$ cat src/shared/gpio_mux_pkg.sv
package gpio_mux_pkg;

  localparam int unsigned REG_AW = 8;
  localparam int unsigned REG_DW = 16;
  localparam logic [REG_AW-1:0] ADDR_CLOCK_RATIO_RESULT = 8'h0a;
  localparam logic [REG_AW-1:0] ADDR_PIN_FUNCTION_SELECT = 8'h0b;

  localparam int unsigned SEL_W = 5;
  localparam int unsigned SEL_ONE_LSB = 8;
  localparam int unsigned SEL_ZERO_LSB = 0;
  localparam logic [SEL_W-1:0] SEL_RESET = 5'h00;

  localparam int unsigned RATIO_W = 12;
  localparam logic [RATIO_W-1:0] RATIO_RESET = 12'h000;
  localparam logic [RATIO_W-1:0] RATIO_NOMINAL = 12'h7d0;
  localparam logic [1:0] SLOW_PERIODS = 2'h2;

  localparam logic [SEL_W-1:0] FN_LEGACY = 5'h00;
  localparam logic [SEL_W-1:0] FN_INTERRUPT = 5'h01;
  localparam logic [SEL_W-1:0] FN_SLOT_WINDOW = 5'h02;
  localparam logic [SEL_W-1:0] FN_PULSE_A = 5'h05;
  localparam logic [SEL_W-1:0] FN_PULSE_B = 5'h06;
  localparam logic [SEL_W-1:0] FN_PULSE_AB = 5'h07;
  localparam logic [SEL_W-1:0] FN_DATA_A = 5'h0c;
  localparam logic [SEL_W-1:0] FN_DATA_B = 5'h0d;
  localparam logic [SEL_W-1:0] FN_DATA_ANY = 5'h0e;
  localparam logic [SEL_W-1:0] FN_HALF_RATE = 5'h0f;
  localparam logic [SEL_W-1:0] FN_FORCE_LOW = 5'h10;
  localparam logic [SEL_W-1:0] FN_FORCE_HIGH = 5'h11;
  localparam logic [SEL_W-1:0] FN_SLOW_OSC = 5'h13;

  // Event sources from the sequencer and the interrupt logic; all levels sampled on clk.
  typedef struct packed {
    logic interrupt;
    logic photodiode_sync;
    logic slot_window;
    logic slot_a_pulse;
    logic slot_b_pulse;
    logic slot_a_data_cycle;
    logic slot_b_data_cycle;
    logic sample_tick;
    logic slow_osc;
  } pin_events_t;

  typedef struct packed {
    logic drive_mode;
    logic polarity;
  } pin_cfg_t;

  // Active level of a pin before polarity. Unsupported codes give the inactive level.
  function automatic logic pin_level(input logic [SEL_W-1:0] sel, input pin_events_t ev,
                                     input logic half_rate, input logic legacy);
    logic lvl;
    lvl = 1'b0;
    case (sel)
      FN_LEGACY: lvl = legacy;
      FN_INTERRUPT: lvl = ev.interrupt;
      FN_SLOT_WINDOW: lvl = ev.slot_window;
      FN_PULSE_A: lvl = ev.slot_a_pulse;
      FN_PULSE_B: lvl = ev.slot_b_pulse;
      FN_PULSE_AB: lvl = ev.slot_a_pulse | ev.slot_b_pulse;
      FN_DATA_A: lvl = ev.slot_a_data_cycle;
      FN_DATA_B: lvl = ev.slot_b_data_cycle;
      FN_DATA_ANY: lvl = ev.slot_a_data_cycle | ev.slot_b_data_cycle;
      FN_HALF_RATE: lvl = half_rate;
      FN_FORCE_LOW: lvl = 1'b0;
      FN_FORCE_HIGH: lvl = 1'b1;
      FN_SLOW_OSC: lvl = ev.slow_osc;
      default: lvl = 1'b0;
    endcase
    return lvl;
  endfunction : pin_level

endpackage : gpio_mux_pkg

$ cat src/rtl/gpio_alt_function.sv
`timescale 1ns/1ps
`default_nettype none
// Function
// With calibration enabled, count fast cycles over two slow clock periods into 12 bits.
// A trimmed part reads a ratio near two thousand.
// One register holds pin one select at 12:8 and pin zero at 4:0.
// Code zero gives legacy behaviour: pin one photodiode sync, pin zero interrupt.
// Code one routes the device interrupt to the pin.
// Code two asserts from first slot start to last slot end.
// Codes five, six, seven give slot A, slot B, both slot pulses.
// Codes twelve, thirteen, fourteen flag data cycles for A, B, any slot.
// Code fifteen toggles every sample, half the sample rate.
// Codes sixteen and seventeen force low and high; others are unsupported.
// Code nineteen routes the slow oscillator to the pin.
// Drive mode zero drives always; one drives only while active, open drain.
// Polarity zero is active high; one is active low.
// Slow edges are synchronised; ratio updates only after complete measurement.
// After reset selects and ratio read zero.
module gpio_alt_function
  import gpio_mux_pkg::*;
(
  input wire logic clk, // 100 MHz fast clock.
  input wire logic rst, // Asynchronous reset, active high.
  input wire logic [REG_AW-1:0] reg_addr, // Register index.
  input wire logic reg_wr, // Write strobe.
  input wire logic reg_rd, // Read strobe.
  input wire logic [REG_DW-1:0] reg_wdata, // Write data.
  output logic [REG_DW-1:0] reg_rdata, // Read data, valid the cycle after reg_rd.
  input wire logic fast_clock_calibration_enable, // Starts ratio measurement.
  input wire logic pin_zero_drive_mode, // 1 = open drain.
  input wire logic pin_zero_polarity, // 1 = active low.
  input wire logic pin_one_drive_mode, // 1 = open drain.
  input wire logic pin_one_polarity, // 1 = active low.
  input wire pin_events_t events, // Selectable sources.
  output logic general_pin_zero_out, // Pin zero level.
  output logic general_pin_zero_oe, // Pin zero enable.
  output logic general_pin_one_out, // Pin one level.
  output logic general_pin_one_oe // Pin one enable.
);

  typedef struct packed {
    logic [SEL_W-1:0] sel_one;
    logic [SEL_W-1:0] sel_zero;
    logic half_rate;
    logic [1:0] pin_out;
    logic [1:0] pin_oe;
    logic [REG_DW-1:0] rdata;
  } gpio_state_t;

  gpio_state_t st;
  gpio_state_t next_st;
  logic [RATIO_W-1:0] ratio;
  logic ratio_done;
  logic [1:0] active;
  logic [1:0] drive_out;
  logic [1:0] drive_oe;
  pin_cfg_t [1:0] cfg;
  logic [1:0][SEL_W-1:0] sel;
  logic [1:0] legacy;

  ////////////////////////////////////////////////////////////////////////////
  // Ratio measurement.

  clock_ratio_counter #(
    .W(RATIO_W)
  ) u_ratio (
    .clk(clk),
    .rst(rst),
    .enable(fast_clock_calibration_enable),
    .slow_clock(events.slow_osc),
    .ratio(ratio),
    .done(ratio_done)
  );

  ////////////////////////////////////////////////////////////////////////////
  // Per-pin function multiplexer.

  assign cfg[0] = '{drive_mode: pin_zero_drive_mode, polarity: pin_zero_polarity};
  assign cfg[1] = '{drive_mode: pin_one_drive_mode, polarity: pin_one_polarity};
  assign sel[0] = st.sel_zero;
  assign sel[1] = st.sel_one;
  assign legacy[0] = events.interrupt;
  assign legacy[1] = events.photodiode_sync;

  for (genvar i = 0; i < 2; i++) begin : g_pin

    assign active[i] = pin_level(sel[i], events, st.half_rate, legacy[i]);
    assign drive_out[i] = active[i] ^ cfg[i].polarity;
    // Open drain only drives while asserted, so several parts can share the line.
    assign drive_oe[i] = cfg[i].drive_mode ? active[i] : 1'b1;
  end

  ////////////////////////////////////////////////////////////////////////////
  // State update and register access.

  always_comb begin
    next_st = st;
    next_st.pin_out = drive_out;
    next_st.pin_oe = drive_oe;
    if (events.sample_tick) begin
      next_st.half_rate = ~st.half_rate;
    end
    if (reg_wr && reg_addr == ADDR_PIN_FUNCTION_SELECT) begin
      next_st.sel_one = reg_wdata[SEL_ONE_LSB +: SEL_W];
      next_st.sel_zero = reg_wdata[SEL_ZERO_LSB +: SEL_W];
    end
    if (reg_rd) begin
      case (reg_addr)
        ADDR_CLOCK_RATIO_RESULT: next_st.rdata = {{(REG_DW-RATIO_W){1'b0}}, ratio};
        ADDR_PIN_FUNCTION_SELECT: begin
          next_st.rdata = '0;
          next_st.rdata[SEL_ONE_LSB +: SEL_W] = st.sel_one;
          next_st.rdata[SEL_ZERO_LSB +: SEL_W] = st.sel_zero;
        end
        default: next_st.rdata = '0;
      endcase
    end
  end

  always_ff @(posedge clk or posedge rst) begin
    if (rst) begin
      st <= '0;
    end else begin
      st <= next_st;
    end
  end

  assign reg_rdata = st.rdata;
  assign general_pin_zero_out = st.pin_out[0];
  assign general_pin_zero_oe = st.pin_oe[0];
  assign general_pin_one_out = st.pin_out[1];
  assign general_pin_one_oe = st.pin_oe[1];

  ////////////////////////////////////////////////////////////////////////////
  // Checks.

  property p_select_write;
    @(posedge clk) disable iff (rst) (reg_wr && reg_addr == ADDR_PIN_FUNCTION_SELECT)
      |=> st.sel_one == $past(reg_wdata[SEL_ONE_LSB +: SEL_W])
      && st.sel_zero == $past(reg_wdata[SEL_ZERO_LSB +: SEL_W]);
  endproperty
  a_select_write: assert property (p_select_write) else $error("select write not stored");

  property p_force_levels;
    @(posedge clk) disable iff (rst) (st.sel_zero == FN_FORCE_HIGH && !pin_zero_polarity)
      |=> general_pin_zero_out && general_pin_zero_oe == 1'b1;
  endproperty
  a_force_levels: assert property (p_force_levels) else $error("forced high not driven");

  property p_legacy_interrupt;
    @(posedge clk) disable iff (rst) (st.sel_zero == FN_LEGACY && !pin_zero_polarity)
      |=> general_pin_zero_out == $past(events.interrupt);
  endproperty
  a_legacy_interrupt: assert property (p_legacy_interrupt)
    else $error("legacy pin zero wrong");

  property p_slow_osc_route;
    @(posedge clk) disable iff (rst) (st.sel_one == FN_SLOW_OSC && pin_one_polarity)
      |=> general_pin_one_out == !$past(events.slow_osc);
  endproperty
  a_slow_osc_route: assert property (p_slow_osc_route)
    else $error("oscillator route wrong");

  property p_open_drain;
    @(posedge clk) disable iff (rst) (pin_zero_drive_mode && st.sel_zero == FN_INTERRUPT)
      |=> general_pin_zero_oe == $past(events.interrupt);
  endproperty
  a_open_drain: assert property (p_open_drain) else $error("open drain enable wrong");

  property p_half_rate;
    @(posedge clk) disable iff (rst) events.sample_tick |=> st.half_rate != $past(st.half_rate);
  endproperty
  a_half_rate: assert property (p_half_rate) else $error("half rate did not toggle");

  property p_ratio_read;
    @(posedge clk) disable iff (rst) (reg_rd && reg_addr == ADDR_CLOCK_RATIO_RESULT)
      |=> reg_rdata[RATIO_W-1:0] == $past(ratio) && reg_rdata[REG_DW-1:RATIO_W] == '0;
  endproperty
  a_ratio_read: assert property (p_ratio_read) else $error("ratio read wrong");

  property p_done_needs_enable;
    @(posedge clk) disable iff (rst) ratio_done |-> $past(fast_clock_calibration_enable);
  endproperty
  a_done_needs_enable: assert property (p_done_needs_enable)
    else $error("ratio stored while calibration was off");

  // Slow edges are at least two clocks apart, so a stored count is a single pulse.
  property p_done_single;
    @(posedge clk) disable iff (rst) ratio_done |=> !ratio_done;
  endproperty
  a_done_single: assert property (p_done_single)
    else $error("ratio done longer than one cycle");

  property p_select_reserved;
    @(posedge clk) disable iff (rst) (reg_rd && reg_addr == ADDR_PIN_FUNCTION_SELECT)
      |=> reg_rdata[REG_DW-1:SEL_ONE_LSB+SEL_W] == '0
      && reg_rdata[SEL_ONE_LSB-1:SEL_ZERO_LSB+SEL_W] == '0;
  endproperty
  a_select_reserved: assert property (p_select_reserved)
    else $error("reserved select bits not zero");

  property p_legacy_sync;
    @(posedge clk) disable iff (rst) (st.sel_one == FN_LEGACY)
      |=> general_pin_one_out == ($past(events.photodiode_sync) ^ $past(pin_one_polarity));
  endproperty
  a_legacy_sync: assert property (p_legacy_sync)
    else $error("legacy pin one wrong");

  property p_slot_window;
    @(posedge clk) disable iff (rst) (st.sel_zero == FN_SLOT_WINDOW)
      |=> general_pin_zero_out == ($past(events.slot_window) ^ $past(pin_zero_polarity));
  endproperty
  a_slot_window: assert property (p_slot_window)
    else $error("slot window route wrong");

  property p_pulse_both;
    @(posedge clk) disable iff (rst) (st.sel_one == FN_PULSE_AB)
      |=> general_pin_one_out
      == (($past(events.slot_a_pulse) | $past(events.slot_b_pulse)) ^ $past(pin_one_polarity));
  endproperty
  a_pulse_both: assert property (p_pulse_both)
    else $error("combined pulse route wrong");

  property p_data_any;
    @(posedge clk) disable iff (rst) (st.sel_zero == FN_DATA_ANY)
      |=> general_pin_zero_out
      == (($past(events.slot_a_data_cycle) | $past(events.slot_b_data_cycle))
      ^ $past(pin_zero_polarity));
  endproperty
  a_data_any: assert property (p_data_any)
    else $error("data cycle route wrong");

  property p_half_rate_pin;
    @(posedge clk) disable iff (rst) (st.sel_zero == FN_HALF_RATE)
      |=> general_pin_zero_out == ($past(st.half_rate) ^ $past(pin_zero_polarity));
  endproperty
  a_half_rate_pin: assert property (p_half_rate_pin)
    else $error("half rate not on pin");

  // Forced low is a level before polarity, so an active-low pin shows high.
  property p_force_low;
    @(posedge clk) disable iff (rst) (st.sel_one == FN_FORCE_LOW)
      |=> general_pin_one_out == $past(pin_one_polarity)
      && general_pin_one_oe == !$past(pin_one_drive_mode);
  endproperty
  a_force_low: assert property (p_force_low)
    else $error("forced low not driven");

endmodule : gpio_alt_function
`default_nettype wire

$ cat src/rtl/clock_ratio_counter.sv
`timescale 1ns/1ps
`default_nettype none
module clock_ratio_counter
  import gpio_mux_pkg::*;
#(
  parameter int unsigned W = RATIO_W
) (
  input wire logic clk, // Fast clock.
  input wire logic rst, // Asynchronous reset, active high.
  input wire logic enable, // Calibration enable.
  input wire logic slow_clock, // Slow oscillator.
  output logic [W-1:0] ratio, // Last complete count.
  output logic done // Pulse when a new count is stored.
);

  typedef enum {IDLE, COUNT} ratio_phase_t;

  typedef struct packed {
    logic s1;
    logic s2;
    logic s3;
    logic counting;
    logic [1:0] periods;
    logic [W-1:0] count;
    logic [W-1:0] result;
    logic done;
  } ratio_state_t;

  ratio_state_t st;
  ratio_state_t next_st;
  ratio_phase_t phase;
  logic rise;

  assign rise = st.s2 & ~st.s3;
  assign phase = st.counting ? COUNT : IDLE;

  always_comb begin
    next_st = st;
    next_st.s1 = slow_clock;
    next_st.s2 = st.s1;
    next_st.s3 = st.s2;
    next_st.done = 1'b0;
    if (!enable) begin
      next_st.counting = 1'b0;
      next_st.periods = 2'h0;
      next_st.count = '0;
    end else begin
      case (phase)
        IDLE: begin
          if (rise) begin
            next_st.counting = 1'b1;
            next_st.periods = 2'h0;
            next_st.count = '0;
          end
        end
        COUNT: begin
          // Saturate so a stalled slow clock cannot wrap into a plausible value.
          if (st.count != {W{1'b1}}) begin
            next_st.count = st.count + 1'b1;
          end
          if (rise) begin
            if (st.periods + 2'h1 == SLOW_PERIODS) begin
              next_st.result = next_st.count;
              next_st.done = 1'b1;
              next_st.periods = 2'h0;
              next_st.count = '0;
            end else begin
              next_st.periods = st.periods + 2'h1;
            end
          end
        end
        default: next_st.counting = 1'b0;
      endcase
    end
  end

  always_ff @(posedge clk or posedge rst) begin
    if (rst) begin
      st <= '0;
    end else begin
      st <= next_st;
    end
  end

  assign ratio = st.result;
  assign done = st.done;

  property p_result_only_on_done;
    @(posedge clk) disable iff (rst) (st.result != $past(st.result)) |-> st.done;
  endproperty
  a_result_only_on_done: assert property (p_result_only_on_done)
    else $error("ratio changed without done");

  property p_idle_when_disabled;
    @(posedge clk) disable iff (rst) !enable |=> (st.count == '0) && !st.counting && !st.done;
  endproperty
  a_idle_when_disabled: assert property (p_idle_when_disabled)
    else $error("counter active while disabled");

  property p_counts_up;
    @(posedge clk) disable iff (rst)
      (enable && st.counting && !rise && st.count != {W{1'b1}})
      |=> st.count == $past(st.count) + 1'b1;
  endproperty
  a_counts_up: assert property (p_counts_up) else $error("ratio count did not advance");

endmodule : clock_ratio_counter
`default_nettype wire

$ cat config.mk
export PLATFORM = sky130hd
export DESIGN_NAME = gpio_alt_function
export DESIGN_NICKNAME = d
export VERILOG_FILES = /design/src/shared/gpio_mux_pkg.sv /design/src/rtl/gpio_alt_function.sv /design/src/rtl/clock_ratio_counter.sv
export SDC_FILE = /design/constraint.sdc
export NUM_CORES = 1
export LEC_CHECK = 0
export BUFFER_PORTS_ARGS = -buffer_cell sky130_fd_sc_hd__clkbuf_2
export CORE_ASPECT_RATIO = 0.5
export CORE_MARGIN = 3
export CORE_UTILIZATION = 37
export CTS_CLUSTER_DIAMETER = 40
export CTS_CLUSTER_SIZE = 24
export DETAILED_ROUTE_END_ITERATION = 10
export PLACE_DENSITY_LB_ADDON = 0.3
export SETUP_SLACK_MARGIN = 0.3
export SLEW_MARGIN = 0
export SYNTH_ARGS = -nofsm -noshare
export SYNTH_HDL_FRONTEND = slang
export SYNTH_SLANG_ARGS = --single-unit
$ cat constraint.sdc
create_clock -name clk -period 1.7 [get_ports clk]
set_input_delay 0.17 -clock clk [delete_from_list [all_inputs] [get_ports clk]]
set_output_delay 0.17 -clock clk [all_outputs]
set_load 0.01 [all_outputs]
==> qor.txt <==
clk buf depth - 2
I/O Pins - 62
worst slack at placement - 0.0710 ns
die area - 0.00935 sq mm
post-synth top area share - 0.481
worst-path cell chain - nand4_4 -> or3_4 -> buf_6 -> nand4_1 -> xnor2_1 -> o21ai_1
Max VDD drop - 0.000384 V
post-synth top area cell - dfrtp_1
sequential power share - 0.404
Pint - 2900 uW
Max stage delay on crit path - 0.42 ns
vias - 2503
register bit total from synthesis - 58
Die Y - 69.9 microns
global route overflow - 0
CP Data Required Time - 1.91 ns
Fmax - 627 MHz
largest cells by area after synthesis - dfrtp_1 48%, a21oi_1 4.3%, o21ai_0 4.0%, buf_4 4.0%, mux2_2 3.7%
via/cell ratio - 5.12
Initial Utilization - 0.396
largest net degree at the start of global routing - 41
WP buf/inv - 1
row cnt - 22
Synth Cell Area - 0.00302 sq mm
CP delay by family, top - simple AND/OR/NAND/NOR gates
n_diodes - 0
NumNets Final - 419
Synth cell types - 58
maximum fanout along the worst path - 5
number of global-route vias before repair - 2494
core area - 0.00762 sq mm
Worst Setup Path Type - flip-flop to flip-flop
worst-skew pair later-pin latency - 0.32 ns
Syn. warnings - 0
worst clock skew - 0.00358 ns
min-delay worst type - input pin to flip-flop
global-route wire length before repair - 12200 microns
CTS tree - done
fin. max-slew vios - 0
CTS Root Cell - clkbuf_16
top_reg_cell synth - dfrtp_1
layout cells sized above 1 - 0.388
Crit-path slowest cell - dfrtp_1
DR DRC count - 0
synth cell count leaders - 58 x dfrtp_1, 26 x a21oi_1, 26 x nand2_1
most frequent cell after synthesis - dfrtp_1
Clock H-tree levels - 3
initial antenna violation count - 0
Final Hold Viols - 0
Die W - 134 microns
Combinational Power Share - 0.080
clock sink count - 58
Final period util - 0.938
status - completed
RSZ-0062 raised after global routing - yes
number of synthesized flops with an enable pin - 0
Period minus WS final - 1.60 ns
Max-Cap Viols - 0
GRT Total Usage - 0.162
leak pwr - 0.00181 uW
CTS Buf Count - 9
drt wl/cell - 14.5 microns
Reg2Reg Setup Slack - 0.10 ns
DR iter-0 viols - 140
number of I/O port buffers - 52
Clk pin slew, worst setup/hold paths - 0.05 ns
RePlAce Congestion - 0.873
Final Worst Setup Slack - 0.105 ns
async set or reset register ratio after synthesis - 1.00
Setup-failing EPs final - 0
PD cells - 949 mW/mm^2
TNS Setup - 0 ns
Final ANT Viol Nets - 0
critical path launch point type - flip-flop
Syn-to-layout area delta - 30.2%
TritonRoute pass-1 iters - 5
Psw - 831 uW
Seq/Total Area, Yosys - 0.481
critical path capture point type - flip-flop
Sw Share - 0.223
Mean Syn Cell Area - 9.65 sq um
drt total wl - 7100 microns
Post-Synthesis Cells - 313
Worst EP arrival - 1.80 ns
Clk pwr share - 0.515
dpl hpwl - 4910 microns
layout by cell type (no fill, tap or decap), drive strengths merged, types with 6 or more instances in the layout:
| master | instances |
|---|---|
| nand3 | 12 |
| a22oi | 9 |
| o21ai | 32 |
| nor3 | 7 |
| inv | 12 |
| dfrtp | 58 |
| buf | 29 |
| a21oi | 26 |
| clkbuf | 62 |
| nand3b | 6 |
| nor2 | 19 |
| mux2 | 10 |
| nand2 | 28 |
power groups by stage:
stage / Clock, uW / Combinational [uW] / Sequential (uW)
2_1_floorplan: 0 / 201 / 1520
3_3_place_gp: 0 / 281 / 1530
3_5_place_dp: 0 / 286 / 1530
4_1_cts: 1960 / 300 / 1510
5_1_grt: 2010 / 333 / 1520
6_report: 1920 / 300 / 1510
sequential cells by signal (all words and copies together), names as in the netlist:
signal / count
u_ratio.st: 16
u_ratio.next_st: 2
general_pin_zero_out: 1
reg_rdata: 13
general_pin_one_out: 1
u_ratio.ratio: 12
sel: 10
general_pin_one_oe: 1
general_pin_zero_oe: 1
st: 1
worst register-to-register path, cell delays in order, from the launching register on:
cell and delay (ns):
dfrtp_1 0.42, nand4_4 0.18, or3_4 0.41, buf_6 0.14, nand4_1 0.12, xnor2_1 0.13
o21ai_1 0.07
layer usage:
layer,GRT usage,up-vias,routed length [microns],share of wire
met3,0.0446,7,332,0.047
met5,0,-,0,0
li1,-,1226,-,-
met2,0.281,62,3470,0.49
met4,0.0468,0,70,0.0099
met1,0.199,1208,3230,0.45
worst paths after layout:
check,cells past startpoint,to,start
max,6,u_ratio.ratio[3],u_ratio.st[20]
min,2,st[20],events[1]
max reg2reg,6,u_ratio.ratio[3],u_ratio.st[20]
min reg2reg,0,u_ratio.next_st[28],u_ratio.next_st[29]
max in group asynchronous,4,sel[6],rst
min in group asynchronous,3,u_ratio.next_st[28],rst
layout make-up:
type	count	area, sq um
fill	697	3690
sequential	58	1460
multi-input combinational	212	1460
timing repair buffer	82	505
clock buffer	10	239
tap	108	135
clock inverter	6	80.1
inverter	13	52.6
logic make-up (layout without fill, tap and decap cells):
kind of cell             Yosys count  in the layout  synth area share
AND/OR/NAND/NOR                  100            100             0.189
AO/OA/AOI/OAI                     90             90             0.182
flip-flops                        58             58             0.481
buffers and inverters             45            111            0.0829
multiplexers                      11             11            0.0406
XOR/XNOR                           7              7            0.0203
adder cells (fa/ha/maj)            1              1           0.00414
other                              1              3           0.00124
timing repair:
action / CTS / global route
hold endpoints to repair: 18 / 0
setup buffers: 10 / 5
pin swaps: 9 / 5
setup endpoints to repair: 27 / 28
gates resized for setup: 29 / 10
hold buffers: 1 / 0
per-stage QoR:
stage               hold WS (ns)  cells  power, uW  cell area, sq um  utilization
floorplan                  0.201    315       1720              3070            -
global placement           0.192    457       1810              3370        0.443
detailed placement         0.194    457       1820              3370        0.443
CTS                       0.0141    484       3760              3860        0.507
global route              0.0165    489       3860              3930        0.515
finish                    0.0223    489       3730              3930        0.515
Power figures use the tool's default switching activity.
